==> config.mk <==
export PLATFORM = sky130hd
export DESIGN_NAME = etrg_reset_gen
export DESIGN_NICKNAME = d
export VERILOG_FILES = /design/src/include/etrg_pkg.sv /design/src/design/etrg_reset_gen.sv
export SDC_FILE = /design/constraint.sdc
export NUM_CORES = 1
export LEC_CHECK = 0
export ABC_CLOCK_PERIOD_IN_PS = 12900
export BUFFER_PORTS_ARGS = -buffer_cell sky130_fd_sc_hd__buf_2
export CORE_ASPECT_RATIO = 0.7
export CORE_MARGIN = 4
export CORE_UTILIZATION = 45
export DETAILED_ROUTE_END_ITERATION = 8
export GPL_TIMING_DRIVEN = 1
export HOLD_SLACK_MARGIN = 0.05
export PLACE_DENSITY = 0.66
export SETUP_SLACK_MARGIN = 0.02
export SLEW_MARGIN = 10
export SYNTH_ARGS = -nofsm -noshare
export SYNTH_HDL_FRONTEND = slang
export SYNTH_SLANG_ARGS = --single-unit
export TNS_END_PERCENT = 50
==> constraint.sdc <==
create_clock -name i_clk -period 12.9 [get_ports i_clk]
set_input_delay 1.29 -clock i_clk [delete_from_list [all_inputs] [get_ports i_clk]]
set_output_delay 1.29 -clock i_clk [all_outputs]
set_load 0.02 [all_outputs]
==> src/include/etrg_pkg.sv <==
// constants and types shared by the event triggered reset generator
package etrg_pkg;
	// register offsets
	localparam logic [7:0] ADDR_FIRST_SEL = 8'h2b;
	localparam logic [7:0] ADDR_SECOND_SEL = 8'h2c;
	localparam logic [7:0] ADDR_THIRD_SEL = 8'h2d;
	localparam logic [7:0] ADDR_CONFIG = 8'h2e;
	// values after reset
	localparam logic [7:0] SEL_RESET = 8'h00;
	localparam logic [7:0] CONFIG_RESET = 8'h00;
	// field positions in the trigger select registers
	localparam int SEL_LEVEL_BIT = 7;
	localparam int SEL_CODE_MSB = 6;
	localparam int SEL_CODE_LSB = 0;
	// field positions in the config register
	localparam int CFG_POLARITY_BIT = 7;
	localparam int CFG_PIN_OVERRIDE_BIT = 6;
	localparam int CFG_HOLD_MSB = 5;
	localparam int CFG_HOLD_LSB = 2;
	localparam int CFG_WIDTH_MSB = 1;
	localparam int CFG_WIDTH_LSB = 0;
	// highest event code that names a key; above it are input and logic events
	localparam logic [6:0] LAST_KEY_CODE = 7'h19;
	// clock rate and time bases
	localparam int CLK_FREQ_MHZ = 100;
	localparam int HOLD_UNIT_MS = 500;
	localparam int PULSE_UNIT_US = 500;
	localparam int HOLD_UNIT_CYC = CLK_FREQ_MHZ * 1000 * HOLD_UNIT_MS;
	localparam int PULSE_UNIT_CYC = CLK_FREQ_MHZ * PULSE_UNIT_US;
	// sequencer states
	typedef enum logic [1:0] {
		ST_IDLE,
		ST_HOLD,
		ST_PULSE,
		ST_REARM
	} etrg_state_t;
endpackage

==> src/design/etrg_reset_gen.sv <==
// event triggered reset generator with register port and pin override
`timescale 1ns/100ps

// Notes on behaviour
// - Bit 7 of the second select register picks whether the second event counts when active or inactive.
// - Bit 7 of the third select register picks whether the third event counts when active or inactive.
// - The low seven bits of the second and third select registers name the event that slot watches.
// - The reset output is active low when the polarity bit is 0 and active high when it is 1.
// - With the pin override enabled the external reset pin is ORed into the reset output.
// - A reset pulse is produced only when every configured event holds together for the full hold time.
// - Hold codes 0000 to 0111 mean immediate, 1.0, 1.5, 2.0, 2.5, 3.0, 3.5 and 4.0 seconds.
// - Hold codes 1000, 1001, 1011, 1101, 1111 mean 5, 6, 8, 10, 12 seconds; 1010, 1100, 1110 are undefined.
// - The width field gives pulses of 500 us, 1 ms, 2 ms or 10 ms.
// - A slot whose event code is zero is left out of the simultaneity check.
// - Level 0 lets a released key qualify and level 1 a pressed one; input and logic events only use level 1.
// - There are three slots, the first in its own select register of the same layout.
module etrg_reset_gen #(
	parameter int unsigned HOLD_UNIT_CYC = etrg_pkg::HOLD_UNIT_CYC, // cycles per half second of hold
	parameter int unsigned PULSE_UNIT_CYC = etrg_pkg::PULSE_UNIT_CYC // cycles per 500 us of pulse
) (
	input wire logic i_clk, // system clock
	input wire logic i_resetn, // async reset, active low
	input wire logic i_reg_wr, // register write strobe
	input wire logic i_reg_rd, // register read strobe
	input wire logic [7:0] i_reg_addr, // register offset
	input wire logic [7:0] i_reg_wdata, // register write data
	input wire logic [127:0] i_event_state, // live level of each internal event by code
	input wire logic i_ext_rst_n, // external reset pin, active low
	output logic [7:0] o_reg_rdata, // register read data
	output logic o_reset_out // reset output, polarity per config
);

	// slot registers: index 0 first, 1 second, 2 third
	logic [7:0] sel_r [3];
	logic [7:0] sel_nxt [3];
	logic [7:0] cfg_r;
	logic [7:0] cfg_nxt;
	logic [7:0] rdata_r;
	logic [7:0] rdata_nxt;
	etrg_pkg::etrg_state_t state_r;
	etrg_pkg::etrg_state_t state_nxt;
	logic [31:0] cnt_r;
	logic [31:0] cnt_nxt;
	logic act_r;
	logic act_nxt;
	logic out_r;
	logic out_nxt;
	logic pin_meta_r;
	logic pin_sync_r;
	logic [2:0] slot_ok;
	logic any_used;
	logic cond;
	logic hold_ok;
	logic [31:0] hold_tgt;
	logic [31:0] pulse_tgt;

	// key codes accept both levels, others only the active one
	function automatic logic is_key(input logic [6:0] code);
		is_key = (code != 7'h00) && (code <= etrg_pkg::LAST_KEY_CODE);
	endfunction

	// one slot qualifies when unused, when its event is active at level 1, or when its key code is inactive at level 0
	function automatic logic slot_qual(input logic [7:0] sel, input logic [127:0] ev);
		logic [6:0] code;
		logic lvl;
		code = sel[etrg_pkg::SEL_CODE_MSB:etrg_pkg::SEL_CODE_LSB];
		lvl = sel[etrg_pkg::SEL_LEVEL_BIT];
		if (code == 7'h00) begin
			slot_qual = 1'b1;
		end else if (lvl) begin
			slot_qual = ev[code];
		end else begin
			slot_qual = is_key(code) && !ev[code];
		end
	endfunction

	// hold code to half second units
	function automatic logic [4:0] hold_units(input logic [3:0] code);
		case (code)
			4'h0: hold_units = 5'h00;
			4'h1: hold_units = 5'h02;
			4'h2: hold_units = 5'h03;
			4'h3: hold_units = 5'h04;
			4'h4: hold_units = 5'h05;
			4'h5: hold_units = 5'h06;
			4'h6: hold_units = 5'h07;
			4'h7: hold_units = 5'h08;
			4'h8: hold_units = 5'h0a;
			4'h9: hold_units = 5'h0c;
			4'hb: hold_units = 5'h10;
			4'hd: hold_units = 5'h14;
			4'hf: hold_units = 5'h18;
			default: hold_units = 5'h00;
		endcase
	endfunction

	// width code to 500 us units
	function automatic logic [4:0] width_units(input logic [1:0] code);
		case (code)
			2'h0: width_units = 5'h01;
			2'h1: width_units = 5'h02;
			2'h2: width_units = 5'h04;
			default: width_units = 5'h14;
		endcase
	endfunction

	// trigger condition and targets
	always_comb begin
		for (int i = 0; i < 3; i++) begin
			slot_ok[i] = slot_qual(sel_r[i], i_event_state);
		end
		any_used = 1'b0;
		for (int i = 0; i < 3; i++) begin
			any_used = any_used | (sel_r[i][etrg_pkg::SEL_CODE_MSB:etrg_pkg::SEL_CODE_LSB] != 7'h00);
		end
		cond = any_used && (&slot_ok);
		hold_ok = !(cfg_r[etrg_pkg::CFG_HOLD_MSB:etrg_pkg::CFG_HOLD_LSB] inside {4'ha, 4'hc, 4'he});
		hold_tgt = 32'(hold_units(cfg_r[etrg_pkg::CFG_HOLD_MSB:etrg_pkg::CFG_HOLD_LSB]) * HOLD_UNIT_CYC);
		pulse_tgt = 32'(width_units(cfg_r[etrg_pkg::CFG_WIDTH_MSB:etrg_pkg::CFG_WIDTH_LSB]) * PULSE_UNIT_CYC);
	end

	// register writes and registered reads
	always_comb begin
		for (int i = 0; i < 3; i++) begin
			sel_nxt[i] = sel_r[i];
		end
		cfg_nxt = cfg_r;
		rdata_nxt = rdata_r;
		if (i_reg_wr) begin
			if (i_reg_addr == etrg_pkg::ADDR_FIRST_SEL) begin
				sel_nxt[0] = i_reg_wdata;
			end else if (i_reg_addr == etrg_pkg::ADDR_SECOND_SEL) begin
				sel_nxt[1] = i_reg_wdata;
			end else if (i_reg_addr == etrg_pkg::ADDR_THIRD_SEL) begin
				sel_nxt[2] = i_reg_wdata;
			end else if (i_reg_addr == etrg_pkg::ADDR_CONFIG) begin
				cfg_nxt = i_reg_wdata;
			end
		end
		if (i_reg_rd) begin
			if (i_reg_addr == etrg_pkg::ADDR_FIRST_SEL) begin
				rdata_nxt = sel_r[0];
			end else if (i_reg_addr == etrg_pkg::ADDR_SECOND_SEL) begin
				rdata_nxt = sel_r[1];
			end else if (i_reg_addr == etrg_pkg::ADDR_THIRD_SEL) begin
				rdata_nxt = sel_r[2];
			end else if (i_reg_addr == etrg_pkg::ADDR_CONFIG) begin
				rdata_nxt = cfg_r;
			end else begin
				rdata_nxt = 8'h00;
			end
		end
	end

	always_ff @(posedge i_clk or negedge i_resetn) begin
		if (!i_resetn) begin
			for (int i = 0; i < 3; i++) begin
				sel_r[i] <= etrg_pkg::SEL_RESET;
			end
			cfg_r <= etrg_pkg::CONFIG_RESET;
			rdata_r <= 8'h00;
		end else begin
			for (int i = 0; i < 3; i++) begin
				sel_r[i] <= sel_nxt[i];
			end
			cfg_r <= cfg_nxt;
			rdata_r <= rdata_nxt;
		end
	end

	assign o_reg_rdata = rdata_r;

	// hold and pulse sequencer
	always_comb begin
		state_nxt = state_r;
		cnt_nxt = cnt_r;
		case (state_r)
			etrg_pkg::ST_IDLE: begin
				cnt_nxt = 32'h0000_0000;
				if (cond && hold_ok) begin
					if (hold_tgt == 32'h0000_0000) begin
						state_nxt = etrg_pkg::ST_PULSE;
					end else begin
						state_nxt = etrg_pkg::ST_HOLD;
						cnt_nxt = 32'h0000_0001;
					end
				end
			end
			etrg_pkg::ST_HOLD: begin
				if (!cond || !hold_ok) begin
					state_nxt = etrg_pkg::ST_IDLE;
					cnt_nxt = 32'h0000_0000;
				end else if (cnt_r >= hold_tgt) begin
					state_nxt = etrg_pkg::ST_PULSE;
					cnt_nxt = 32'h0000_0000;
				end else begin
					cnt_nxt = cnt_r + 32'h0000_0001;
				end
			end
			etrg_pkg::ST_PULSE: begin
				if (cnt_r >= pulse_tgt - 32'h0000_0001) begin
					state_nxt = etrg_pkg::ST_REARM;
					cnt_nxt = 32'h0000_0000;
				end else begin
					cnt_nxt = cnt_r + 32'h0000_0001;
				end
			end
			default: begin
				cnt_nxt = 32'h0000_0000;
				if (!cond) begin
					state_nxt = etrg_pkg::ST_IDLE;
				end
			end
		endcase
	end

	// output level: pulse or overriding pin, then polarity
	always_comb begin
		act_nxt = (state_nxt == etrg_pkg::ST_PULSE) || (cfg_r[etrg_pkg::CFG_PIN_OVERRIDE_BIT] && !pin_sync_r);
		out_nxt = cfg_r[etrg_pkg::CFG_POLARITY_BIT] ? act_nxt : !act_nxt;
	end

	always_ff @(posedge i_clk or negedge i_resetn) begin
		if (!i_resetn) begin
			state_r <= etrg_pkg::ST_IDLE;
			cnt_r <= 32'h0000_0000;
			act_r <= 1'b0;
			out_r <= 1'b1;
		end else begin
			state_r <= state_nxt;
			cnt_r <= cnt_nxt;
			act_r <= act_nxt;
			out_r <= out_nxt;
		end
	end

	// two stage synchroniser for the external pin, idle high
	always_ff @(posedge i_clk or negedge i_resetn) begin
		if (!i_resetn) begin
			pin_meta_r <= 1'b1;
			pin_sync_r <= 1'b1;
		end else begin
			pin_meta_r <= i_ext_rst_n;
			pin_sync_r <= pin_meta_r;
		end
	end

	assign o_reset_out = out_r;
endmodule

==> summary.txt, run 1 <==
Setup-failing EPs final: 0
Via count: 8686
Rows: 44
Area Growth Syn to Fin: 12.6%
DIE AREA: 24100 um^2
Hold Fails Final Rpt: 0
First DRT Iteration DRCs: 968
Lkg Pwr: 0.00485 uW
GPL Wtd Cong: 0.935
Tmin final: 6.80 ns
Data required time of the worst path: 13.09 ns
Synthesis warning total: 0
Part of the Yosys area used for sequential elements: 19.8%
Post-Syn Area: 9740 um^2
Hold crit path type: register to register
Hold_ws: 0.358 ns
Layout Skew: 0.00927 ns
Largest net degree at the start of global routing: 50
Netlist cell types: 80
Clock buffer depth: 2
Max_cap viols: 0
Syn Area/Cell: 10.2 um^2
Cells after Synth: 955
Clock insertion delay at the later pin of the skew report: 0.34 ns
Setup TNS: 0 ns
Setup Fix Bufs, Post-CTS: 0
CTS H-tree depth: 3
DP Cell Count: 1349
WL/cell: 22.0 um
Period utilisation layout: 52.7%
Post-synth top area share: 19.0%
RSZ-0062 raised after global routing: false
CP Max Fanout: 32
Worst Setup Path Type: register to register
DRT Pass-1 Iters: 5
Initial core utilization: 46.3%
Clk slew on worst S/H paths: 0.06 ns
Largest cells by area after synthesis: dfrtp_1 19%, mux4_2 18%, ha_1 11%
Ports: 158
Tot GR Track Use: 24.4%
Core Box Area: 21000 um^2
Yosys reg bits: 77
Number of synthesized flops with an enable pin: 0
Clock buffer count from CTS: 9
Die Ht: 131 um
Worst Setup Start Kind: register
Layout cell share with drive strength beyond 1: 29.4%
Layout Cells excl Fill: 1366
GRT overflow: 0
Initial antenna violation count: 1
Most frequent cell after synthesis: ha_1
Power Density: 79.8 nW/um^2
Post-Route Utilization: 52.2%
Vias in the first global route: 8190
CTS root buffer: clkbuf_16
Maximum vdd drop: 0.0000735 V
# nets final: 1335
Post-Syn Nets: 1206
Final max-slew violation count: 0
Crit end category: register
CP Data Arrival Time: 6.99 ns
Port Buffers: 157
Cts repair resizes: 0
Via density: 6.36
Rel. slew slack: 36.7%
Clock sink count: 77
DRC viols: 0
Post-route ant nets: 0
First-pass GRT wire length: 47500 um
Run status: completed
Fmax: 147 MHz
FFs w/ async S/R, synth: 100%
Cell taking the most area after synthesis: dfrtp_1
Top post-synthesis cells by count: 88 x ha_1, 76 x mux4_2, 74 x dfrtp_1, 72 x nor2_1, 58 x inv_1
Total wire length: 30100 um
CTS tree: yes
# hold bufs at CTS: 0
DP HPWL: 23800 um
Post-synth top flop: dfrtp_1
Die width: 184 um
Slew @ Worst Pin: 0.925 ns
[final timing paths]
kind | startpoint | endpoint | slack (ns) | depth (start not counted)
max reg2reg | cfg_r[2]$_DFFE_PN0P_ | cnt_r[5]$_DFF_PN0_ | 6.10 | 23
max in group asynchronous | i_resetn | sel_r[10]$_DFFE_PN0P_ | 10.98 | 2
min in group asynchronous | i_resetn | o_reg_rdata[4]$_DFFE_PN0P_ | 0.87 | 1
min | pin_meta_r$_DFF_PN1_ | pin_sync_r$_DFF_PN1_ | 0.36 | 0
min reg2reg | pin_meta_r$_DFF_PN1_ | pin_sync_r$_DFF_PN1_ | 0.36 | 0
max | cfg_r[2]$_DFFE_PN0P_ | cnt_r[5]$_DFF_PN0_ | 6.10 | 23
[layout make-up]
type	count	area, um^2
clock inverters	6	70.1
clock buffers	10	239
diodes	1	2.50
repair buffers	168	871
multi-input cells	770	7290
well taps	276	345
inverters	58	218
flip-flops and latches	77	1930
fillers	1927	10100
[placed cells by master (no fill, tap or decap), drive strengths merged, types with 8 or more instances in the layout]
cell,Yosys,final
buf,27,168
nand2,50,50
nor3,9,9
xnor2,16,16
nor2,72,72
mux4,84,84
nand2b,8,8
and2,9,9
nand3,33,33
dfrtp,74,74
mux2i,52,52
o22ai,12,12
inv,58,59
ha,88,88
nand4,9,9
mux2,38,38
a22oi,14,14
xor2,24,24
fa,14,14
a31oi,8,8
o21ai,25,25
a21oi,42,42
clkbuf,23,10
a21o,15,15
nand3b,12,12
and3,12,12
nor2b,13,13
[report_power, final]
part / internal, uW / switching [uW] / leakage [uW] / total [uW]
combinational: 151 / 187 / 0.00367 / 338
clock: 156 / 108 / 0.000141 / 264
sequential: 252 / 20.5 / 0.00104 / 273
[layer usage]
layer | up-vias | part of all wire (%) | GRT usage, %
met5 | - | 0 | 0
met4 | 0 | 0.52 | 2.05
met3 | 17 | 12 | 7.85
met2 | 450 | 38 | 30.5
met1 | 4291 | 49 | 41.5
li1 | 3928 | - | -
[stage by stage]
| step | total power (uW) | instance area, um^2 | setup WS [ns] |
|---|---|---|---|
| after floorplan | 504 | 9740 | 6.78 |
| after global placement | 605 | 10700 | 6.37 |
| after detailed placement | 608 | 10700 | 6.14 |
| after CTS | 874 | 11000 | 6.12 |
| after global routing | 925 | 11000 | 5.53 |
| final | 876 | 11000 | 6.10 |
[logic make-up after synthesis]
group           Yosys count  share of synthesized area [%]
simple gates            269                           14.4
compound gates          185                           13.2
mux                     174                           29.5
buf+inv                 108                           5.38
fa+ha+maj               102                           14.2
flops                    77                           19.8
xor+xnor                 40                           3.60
[registers in the layout (all words and copies together) (netlist names)]
name	flops
cnt_r	32
sel_r	24
cfg_r	8
o_reg_rdata	8
state_r	2
o_reset_out	1
pin_meta_r	1
pin_sync_r	1
[critical path, stage by stage, from the launching register on]
cell	delay (ns)
dfrtp_1	0.48
ha_1	0.27
and2_1	0.19
o31ai_1	0.39
inv_1	0.11
fa_1	0.57
fa_1	0.54
inv_1	0.07
fa_1	0.40
ha_1	0.42
and3_1	0.25
a211oi_1	0.41
o221ai_1	0.19
a21oi_1	0.24
nor2b_1	0.07
o21ai_0	0.14
nand2_1	0.08
xnor2_1	0.15
ha_1	0.32
inv_1	0.05
nor4_1	0.26
a21oi_1	0.18
a21oi_4	0.73
nor2_1	0.13
Note: power is estimated with default switching activity, not from simulation.
==> run 2: changes to the inputs <==
--- a/config.mk
+++ b/config.mk
@@ -5,7 +5,7 @@
 export SDC_FILE = /design/constraint.sdc
 export NUM_CORES = 1
 export LEC_CHECK = 0
-export ABC_CLOCK_PERIOD_IN_PS = 12900
+export ABC_CLOCK_PERIOD_IN_PS = 7000
 export BUFFER_PORTS_ARGS = -buffer_cell sky130_fd_sc_hd__buf_2
 export CORE_ASPECT_RATIO = 0.7
 export CORE_MARGIN = 4
==> constraint.sdc (replaced) <==
create_clock -name i_clk -period 7 [get_ports i_clk]
set_input_delay 0.7 -clock i_clk [delete_from_list [all_inputs] [get_ports i_clk]]
set_output_delay 0.7 -clock i_clk [all_outputs]
set_load 0.02 [all_outputs]
==> run 2 against run 1 <==
Net effect:
- cell count is essentially flat
- utilization up 0.23 points
- register-to-register slack lost 5.7 ns
- maximum frequency rose by 3.4%
- sequential share of layout area shrank 0.076 points
- clock-buffer cell count is the same
- global-route usage decreased by 0.066 points
- clock skew barely moved
- routed wire length is 0.35% higher
- sequential power increased by 85%
==> summary.txt, run 2 (synthesis gave the netlist of run 1 again) <==
Period utilisation layout: 94.0% (+41 points)
Met3 wire length: 3480 um (-1.0%)
Data required time of the worst path: 7.19 ns (-5.90 ns)
Max_cap viols: 0 (unchanged)
Fmax: 152 MHz (+3.4%)
Layout Cells excl Fill: 1365 (-0.073%)
Clk slew on worst S/H paths: 0.06 ns (about the same)
Initial core utilization: 46.3% (unchanged)
Layout cell share with drive strength beyond 1: 29.8% (+0.37 points)
Clock buffer depth: 2 (unchanged)
Layout Skew: 0.00931 ns (+0.0000419 ns)
Commonest cells after routing, fill and taps aside: 156 x buf_2, 88 x ha_1, 76 x mux4_2
Design area: 11000 um^2 (+0.43%)
Hold Fails Final Rpt: 0 (unchanged)
Switching share of power: 35.6% (-0.45 points)
Clock buffer count from CTS: 9 (unchanged)
Tot GR Track Use: 24.3% (-0.066 points)
First-pass GRT wire length: 47300 um (-0.44%)
CP Max Fanout: 16 (-50%)
GPL Wtd Cong: 0.926 (-1.0%)
Final max-slew violation count: 0 (unchanged)
Hold_ws: 0.350 ns (-0.00772 ns)
Top layer in use: met5
DRT Pass-1 Iters: 6 (+1)
Maximum vdd drop: 0.000143 V (+95%)
Core Box Area: 21000 um^2 (unchanged)
Setup Fix Bufs, Post-CTS: 0 (unchanged)
Post-route ant nets: 0 (unchanged)
Rows: 44 (unchanged)
ANT cells: 0 (-1)
Lkg Pwr: 0.00487 uW (+0.41%)
Setup-failing EPs final: 0 (unchanged)
Commonest non-fill, non-tap cell in the layout: buf_2
# nets final: 1335 (unchanged)
Largest net degree at the start of global routing: 78 (+56%)
Met2 WL: 11500 um (-1.0%)
Total wire length: 30200 um (+0.35%)
Clock insertion delay at the later pin of the skew report: 0.34 ns (about the same)
Die Ht: 131 um (unchanged)
Flop pwr share: 30.4% (-0.8 points)
CP Data Arrival Time: 6.76 ns (-0.23 ns)
Via count: 8656 (-0.35%)
Internal power: 1070 uW (+91%)
Die width: 184 um (unchanged)
RSZ-0062 raised after global routing: false
Clock share of power: 31.2% (+1.0 points)
Via density: 6.34 (-0.27%)
Hold crit path type: register to register
DP Cell Count: 1348 (-0.074%)
Vias in the first global route: 8306 (+1.4%)
Worst Setup Path Type: register to register
Cts repair resizes: 0 (unchanged)
Placement Cell Area: 10700 um^2 (about the same)
Port Buffers: 157 (unchanged)
Power Density: 151 nW/um^2 (+89%)
# hold bufs at CTS: 0 (unchanged)
Slew @ Worst Pin: 0.958 ns (+0.0333 ns)
Ports: 158 (unchanged)
Clock sink count: 77 (unchanged)
DIE AREA: 24100 um^2 (unchanged)
CTS H-tree depth: 3 (unchanged)
Rel. slew slack: 34.5% (-2.3 points)
Filler cells: 1924 (-0.16%)
Run status: completed
Combinational power share: 38.3% (-0.4 points)
M1 WL: 15100 um (+1.9%)
DRC viols: 0 (unchanged)
Worst Setup Start Kind: register
Top flop regs: cnt_r x32, sel_r x24
WL/cell: 22.1 um (+0.42%)
CTS tree: yes
Area Growth Syn to Fin: 13.1%
Tmin final: 6.58 ns (-0.222 ns)
DP HPWL: 23900 um (+0.45%)
Most flop-heavy register: cnt_r
CTS root buffer: clkbuf_16
Setup TNS: 0 ns (unchanged)
Psw: 592 uW (+88%)
Initial antenna violation count: 1 (unchanged)
GRT overflow: 0 (unchanged)
First DRT Iteration DRCs: 971 (+0.31%)
Pwr Total: 1660 uW (+90%)
Largest register FFs: 32 (unchanged)
Crit end category: register
## run 2: cell count changes in the layout (fill, tap and decap cells not counted), sizes merged
cell,change
clkinvlp,-2
diode,-1
inv,+1
a21oi,+1
buf,-1
bufinv,+1
## run 2: final timing paths
path / startpoint / end / slack (ns) / cells past startpoint
max in group asynchronous: i_resetn / sel_r[10]$_DFFE_PN0P_ / 5.78 / 1
worst max-delay path: cfg_r[2]$_DFFE_PN0P_ / cnt_r[23]$_DFF_PN0_ / 0.42 / 23
worst max register to register: cfg_r[2]$_DFFE_PN0P_ / cnt_r[23]$_DFF_PN0_ / 0.42 / 23
worst min register to register: pin_meta_r$_DFF_PN1_ / pin_sync_r$_DFF_PN1_ / 0.35 / 0
min in group asynchronous: i_resetn / cnt_r[18]$_DFF_PN0_ / 0.50 / 1
worst min-delay path: pin_meta_r$_DFF_PN1_ / pin_sync_r$_DFF_PN1_ / 0.35 / 0
## run 2: layer usage
layer	vias up	track usage [%]
li1	3936	-
met1	4257	41.7
met2	443	30.7
met3	18	7.04
met4	2	2.01
met5	-	0
## run 2: critical path, stage by stage, from the launching register on
cell	delay [ns]
dfrtp_1	0.50
ha_1	0.23
and2_1	0.19
a21o_1	0.23
inv_1	0.14
fa_1	0.59
fa_1	0.54
inv_1	0.06
fa_1	0.40
ha_1	0.41
and3_1	0.26
a211oi_2	0.29
o221ai_1	0.16
a21oi_1	0.26
nor2b_1	0.07
o21ai_0	0.15
nand2_1	0.08
xnor2_1	0.14
ha_1	0.30
inv_1	0.04
nor4_1	0.45
a21oi_4	0.16
a21oi_2	0.68
nor2_1	0.11
## run 2: power groups by stage
stage | combinational, uW | clock (uW) | sequential (uW)
after floorplan | 436 | 0 | 493
after global placement | 603 | 0 | 511
after detailed placement | 609 | 0 | 512
after CTS | 616 | 529 | 504
after global routing | 696 | 545 | 509
final | 638 | 519 | 506
## run 2: cell type report
type	instances	area, um^2	share of cell area [%]
flip-flops and latches	77	1930	17.6
well taps	276	345	3.13
clock buffers	10	239	2.17
clock inverters	6	93.8	0.852
inverters	58	218	1.98
multi-input cells	771	7320	66.5
repair buffers	167	863	7.84
## run 2: metrics by stage
step           util, %  setup WS [ns]
3_3_place_gp      50.6          0.509
2_1_floorplan        -          0.883
6_report          52.4          0.423
4_1_cts           52.2          0.181
5_1_grt           52.4         0.0310
3_5_place_dp      50.6          0.201
==> run 3: changes to the inputs <==
--- a/config.mk
+++ b/config.mk
@@ -9,11 +9,11 @@
 export BUFFER_PORTS_ARGS = -buffer_cell sky130_fd_sc_hd__buf_2
 export CORE_ASPECT_RATIO = 0.7
 export CORE_MARGIN = 4
-export CORE_UTILIZATION = 45
+export CORE_UTILIZATION = 50
 export DETAILED_ROUTE_END_ITERATION = 8
 export GPL_TIMING_DRIVEN = 1
 export HOLD_SLACK_MARGIN = 0.05
-export PLACE_DENSITY = 0.66
+export PLACE_DENSITY = 0.72
 export SETUP_SLACK_MARGIN = 0.02
 export SLEW_MARGIN = 10
 export SYNTH_ARGS = -nofsm -noshare
==> run 3 against run 2 <==
Net effect:
- sequential power hardly changed
- first-iteration DRC count is 3.7% higher
- maximum frequency is 2.5% lower
- combinational power is 1% lower
- via count is 1.4% higher
- clock-buffer cell count is 1 higher
- critical path type unchanged
- critical endpoint is now cnt_r[13]$_DFF_PN0_
==> summary.txt, run 3 (synthesis gave the netlist of run 1 again) <==
Run status: completed
Worst Setup Path Type: register to register
Hold_ws: 0.361 ns (+0.0107 ns)
Critical path startpoint: cfg_r[2]$_DFFE_PN0P_
Critical Path Sink: cnt_r[13]$_DFF_PN0_
Initial antenna violation count: 2 (+1)
DRC viols: 0 (unchanged)
CP Data Arrival Time: 6.92 ns (+0.16 ns)
Final max-slew violation count: 0 (unchanged)
First DRT Iteration DRCs: 1007 (+3.7%)
Data required time of the worst path: 7.18 ns (about the same)
Commonest non-fill, non-tap cell in the layout: buf_2
Lkg Pwr: 0.00485 uW (-0.33%)
Post-route ant nets: 0 (unchanged)
Maximum vdd drop: 0.000132 V (-8.2%)
Hold-critical path depth: 0 (unchanged)
Tmin final: 6.74 ns (+0.168 ns)
Layout cell share with drive strength beyond 1: 29.3% (-0.46 points)
Design area: 11000 um^2 (-0.44%)
Core Box Area: 19000 um^2 (-9.5%)
Clock sink count: 77 (unchanged)
# nets final: 1335 (unchanged)
DIE AREA: 21800 um^2 (-9.5%)
Setup Fix Bufs, Post-CTS: 0 (unchanged)
Clock buffer depth: 2 (unchanged)
Total wire length: 29800 um (-1.4%)
Multi-input logic area: 7300 um^2 (-0.29%)
Area Growth Syn to Fin: 12.6%
Period utilisation layout: 96.4% (+2.4 points)
Commonest cells after routing, fill and taps aside: 156 x buf_2, 88 x ha_1, 76 x mux4_2
CTS tree: yes
Hold Fails Final Rpt: 0 (unchanged)
Largest register FFs: 32 (unchanged)
Placement Cell Area: 10600 um^2 (-0.14%)
Hold crit path type: register to register
Tot GR Track Use: 26.6% (+2.2 points)
Port Buffers: 157 (unchanged)
Slew @ Worst Pin: 0.985 ns (+0.0267 ns)
Vias in the first global route: 8300 (-0.072%)
DP HPWL: 23400 um (-2.1%)
Clock buffer count from CTS: 9 (unchanged)
Fmax: 148 MHz (-2.5%)
Worst Setup Start Kind: register
RSZ-0062 raised after global routing: true
Clk slew on worst S/H paths: 0.06 ns (about the same)
Max_cap viols: 0 (unchanged)
Clock insertion delay at the later pin of the skew report: 0.33 ns (about the same)
RR Startpoint: cfg_r[2]$_DFFE_PN0P_
Rows: 42 (-4.5%)
GRT overflow: 0 (unchanged)
Power Density: 149 nW/um^2 (-1.4%)
GPL Wtd Cong: 0.964 (+4.2%)
Rel. slew slack: 34.3% (-0.13 points)
Crit end category: register
Flop-to-flop setup slack: 0.26 ns (-0.17 ns)
Layout Skew: 0.00677 ns (-0.00253 ns)
First-pass GRT wire length: 46800 um (-1.1%)
Sequential Area: 1930 um^2 (unchanged)
CP Max Fanout: 16 (unchanged)
Die Ht: 125 um (-4.8%)
Via density: 6.48 (+2.2%)
Die width: 175 um (-4.9%)
DRT Pass-1 Iters: 5 (-1)
Most flop-heavy register: cnt_r
WL/cell: 22.0 um (-0.56%)
Top flop regs: cnt_r x32, sel_r x24
Worst r2r dst: cnt_r[13]$_DFF_PN0_
Ports: 158 (unchanged)
Worst R2R Path Depth: 23 (unchanged)
Largest net degree at the start of global routing: 78 (unchanged)
CTS H-tree depth: 3 (unchanged)
Initial core utilization: 51.2% (+4.9 points)
Setup-failing EPs final: 0 (unchanged)
Via count: 8775 (+1.4%)
Filler cells: 1669 (-13%)
CTS root buffer: clkbuf_16
## run 3: cell types whose count changed in the layout (fill, tap and decap cells not counted), sizes merged
| cell | before | now |
|---|---|---|
| clkbuf | 10 | 11 |
| diode | 0 | 1 |
| clkinv | 1 | 2 |
| inv | 60 | 58 |
## run 3: final cells by class
cell class / count / area share (%)
clock buffers: 11 / 2.12
flip-flops and latches: 77 / 17.6
diodes: 1 / 0.0228
multi-input cells: 771 / 66.6
clock inverters: 5 / 0.776
inverters: 58 / 1.98
well taps: 264 / 3.01
repair buffers: 167 / 7.87
## run 3: metrics by stage
stage	power, uW	setup slack (ns)	std cells	utilization (%)	setup TNS, ns
6_report	1630	0.255	1354	57.7	0
2_1_floorplan	929	0.883	955	-	0
5_1_grt	1720	-0.0939	1353	57.6	-1.35
4_1_cts	1620	0.221	1352	57.6	0
3_3_place_gp	1110	0.555	1336	55.9	0
3_5_place_dp	1120	0.287	1336	55.9	0
## run 3: worst max-delay path: stages, from the launching register on
cell and delay (ns):
dfrtp_1 0.47, ha_1 0.26, and2_1 0.18, o31ai_1 0.39, inv_1 0.11, fa_1 0.56, fa_1 0.55, inv_1 0.07
fa_1 0.40, ha_1 0.41, and3_1 0.25, a211oi_1 0.43, o221ai_1 0.18, a21oi_1 0.24, nor2b_1 0.06, o21ai_0 0.15
nand2_1 0.09, xnor2_1 0.13, ha_1 0.29, inv_1 0.04, nor4_1 0.32, a21oi_2 0.19, a21oi_2 0.70, nor2_1 0.12
## run 3: metal layers
| layer | up-vias | track usage (%) | wire length [um] |
|---|---|---|---|
| met3 | 24 | 9.19 | 3780 |
| met4 | 4 | 2.17 | 144 |
| met5 | - | 1.16 | 27 |
| met1 | 4317 | 43.5 | 14200 |
| met2 | 496 | 34.4 | 11600 |
| li1 | 3934 | - | - |
## run 3: where the power goes
part | leakage [uW] | internal [uW] | switching (uW) | total (uW)
Combinational | 0.00366 | 280 | 350 | 630
Sequential | 0.00104 | 465 | 41.1 | 507
Clock | 0.000150 | 314 | 182 | 496
## run 3: worst min path at each step
stage / from / slack [ns] / to
floorplan: pin_meta_r$_DFF_PN1_ / 0.35 / pin_sync_r$_DFF_PN1_
global placement: pin_meta_r$_DFF_PN1_ / 0.35 / pin_sync_r$_DFF_PN1_
detailed placement: pin_meta_r$_DFF_PN1_ / 0.35 / pin_sync_r$_DFF_PN1_
CTS: pin_meta_r$_DFF_PN1_ / 0.36 / pin_sync_r$_DFF_PN1_
global route: pin_meta_r$_DFF_PN1_ / 0.36 / pin_sync_r$_DFF_PN1_
finish: pin_meta_r$_DFF_PN1_ / 0.36 / pin_sync_r$_DFF_PN1_
## run 3: timing repair
item,CTS,global route
resized for setup,0,3
hold buffers,0,0
endpoints found under the setup margin,0,35
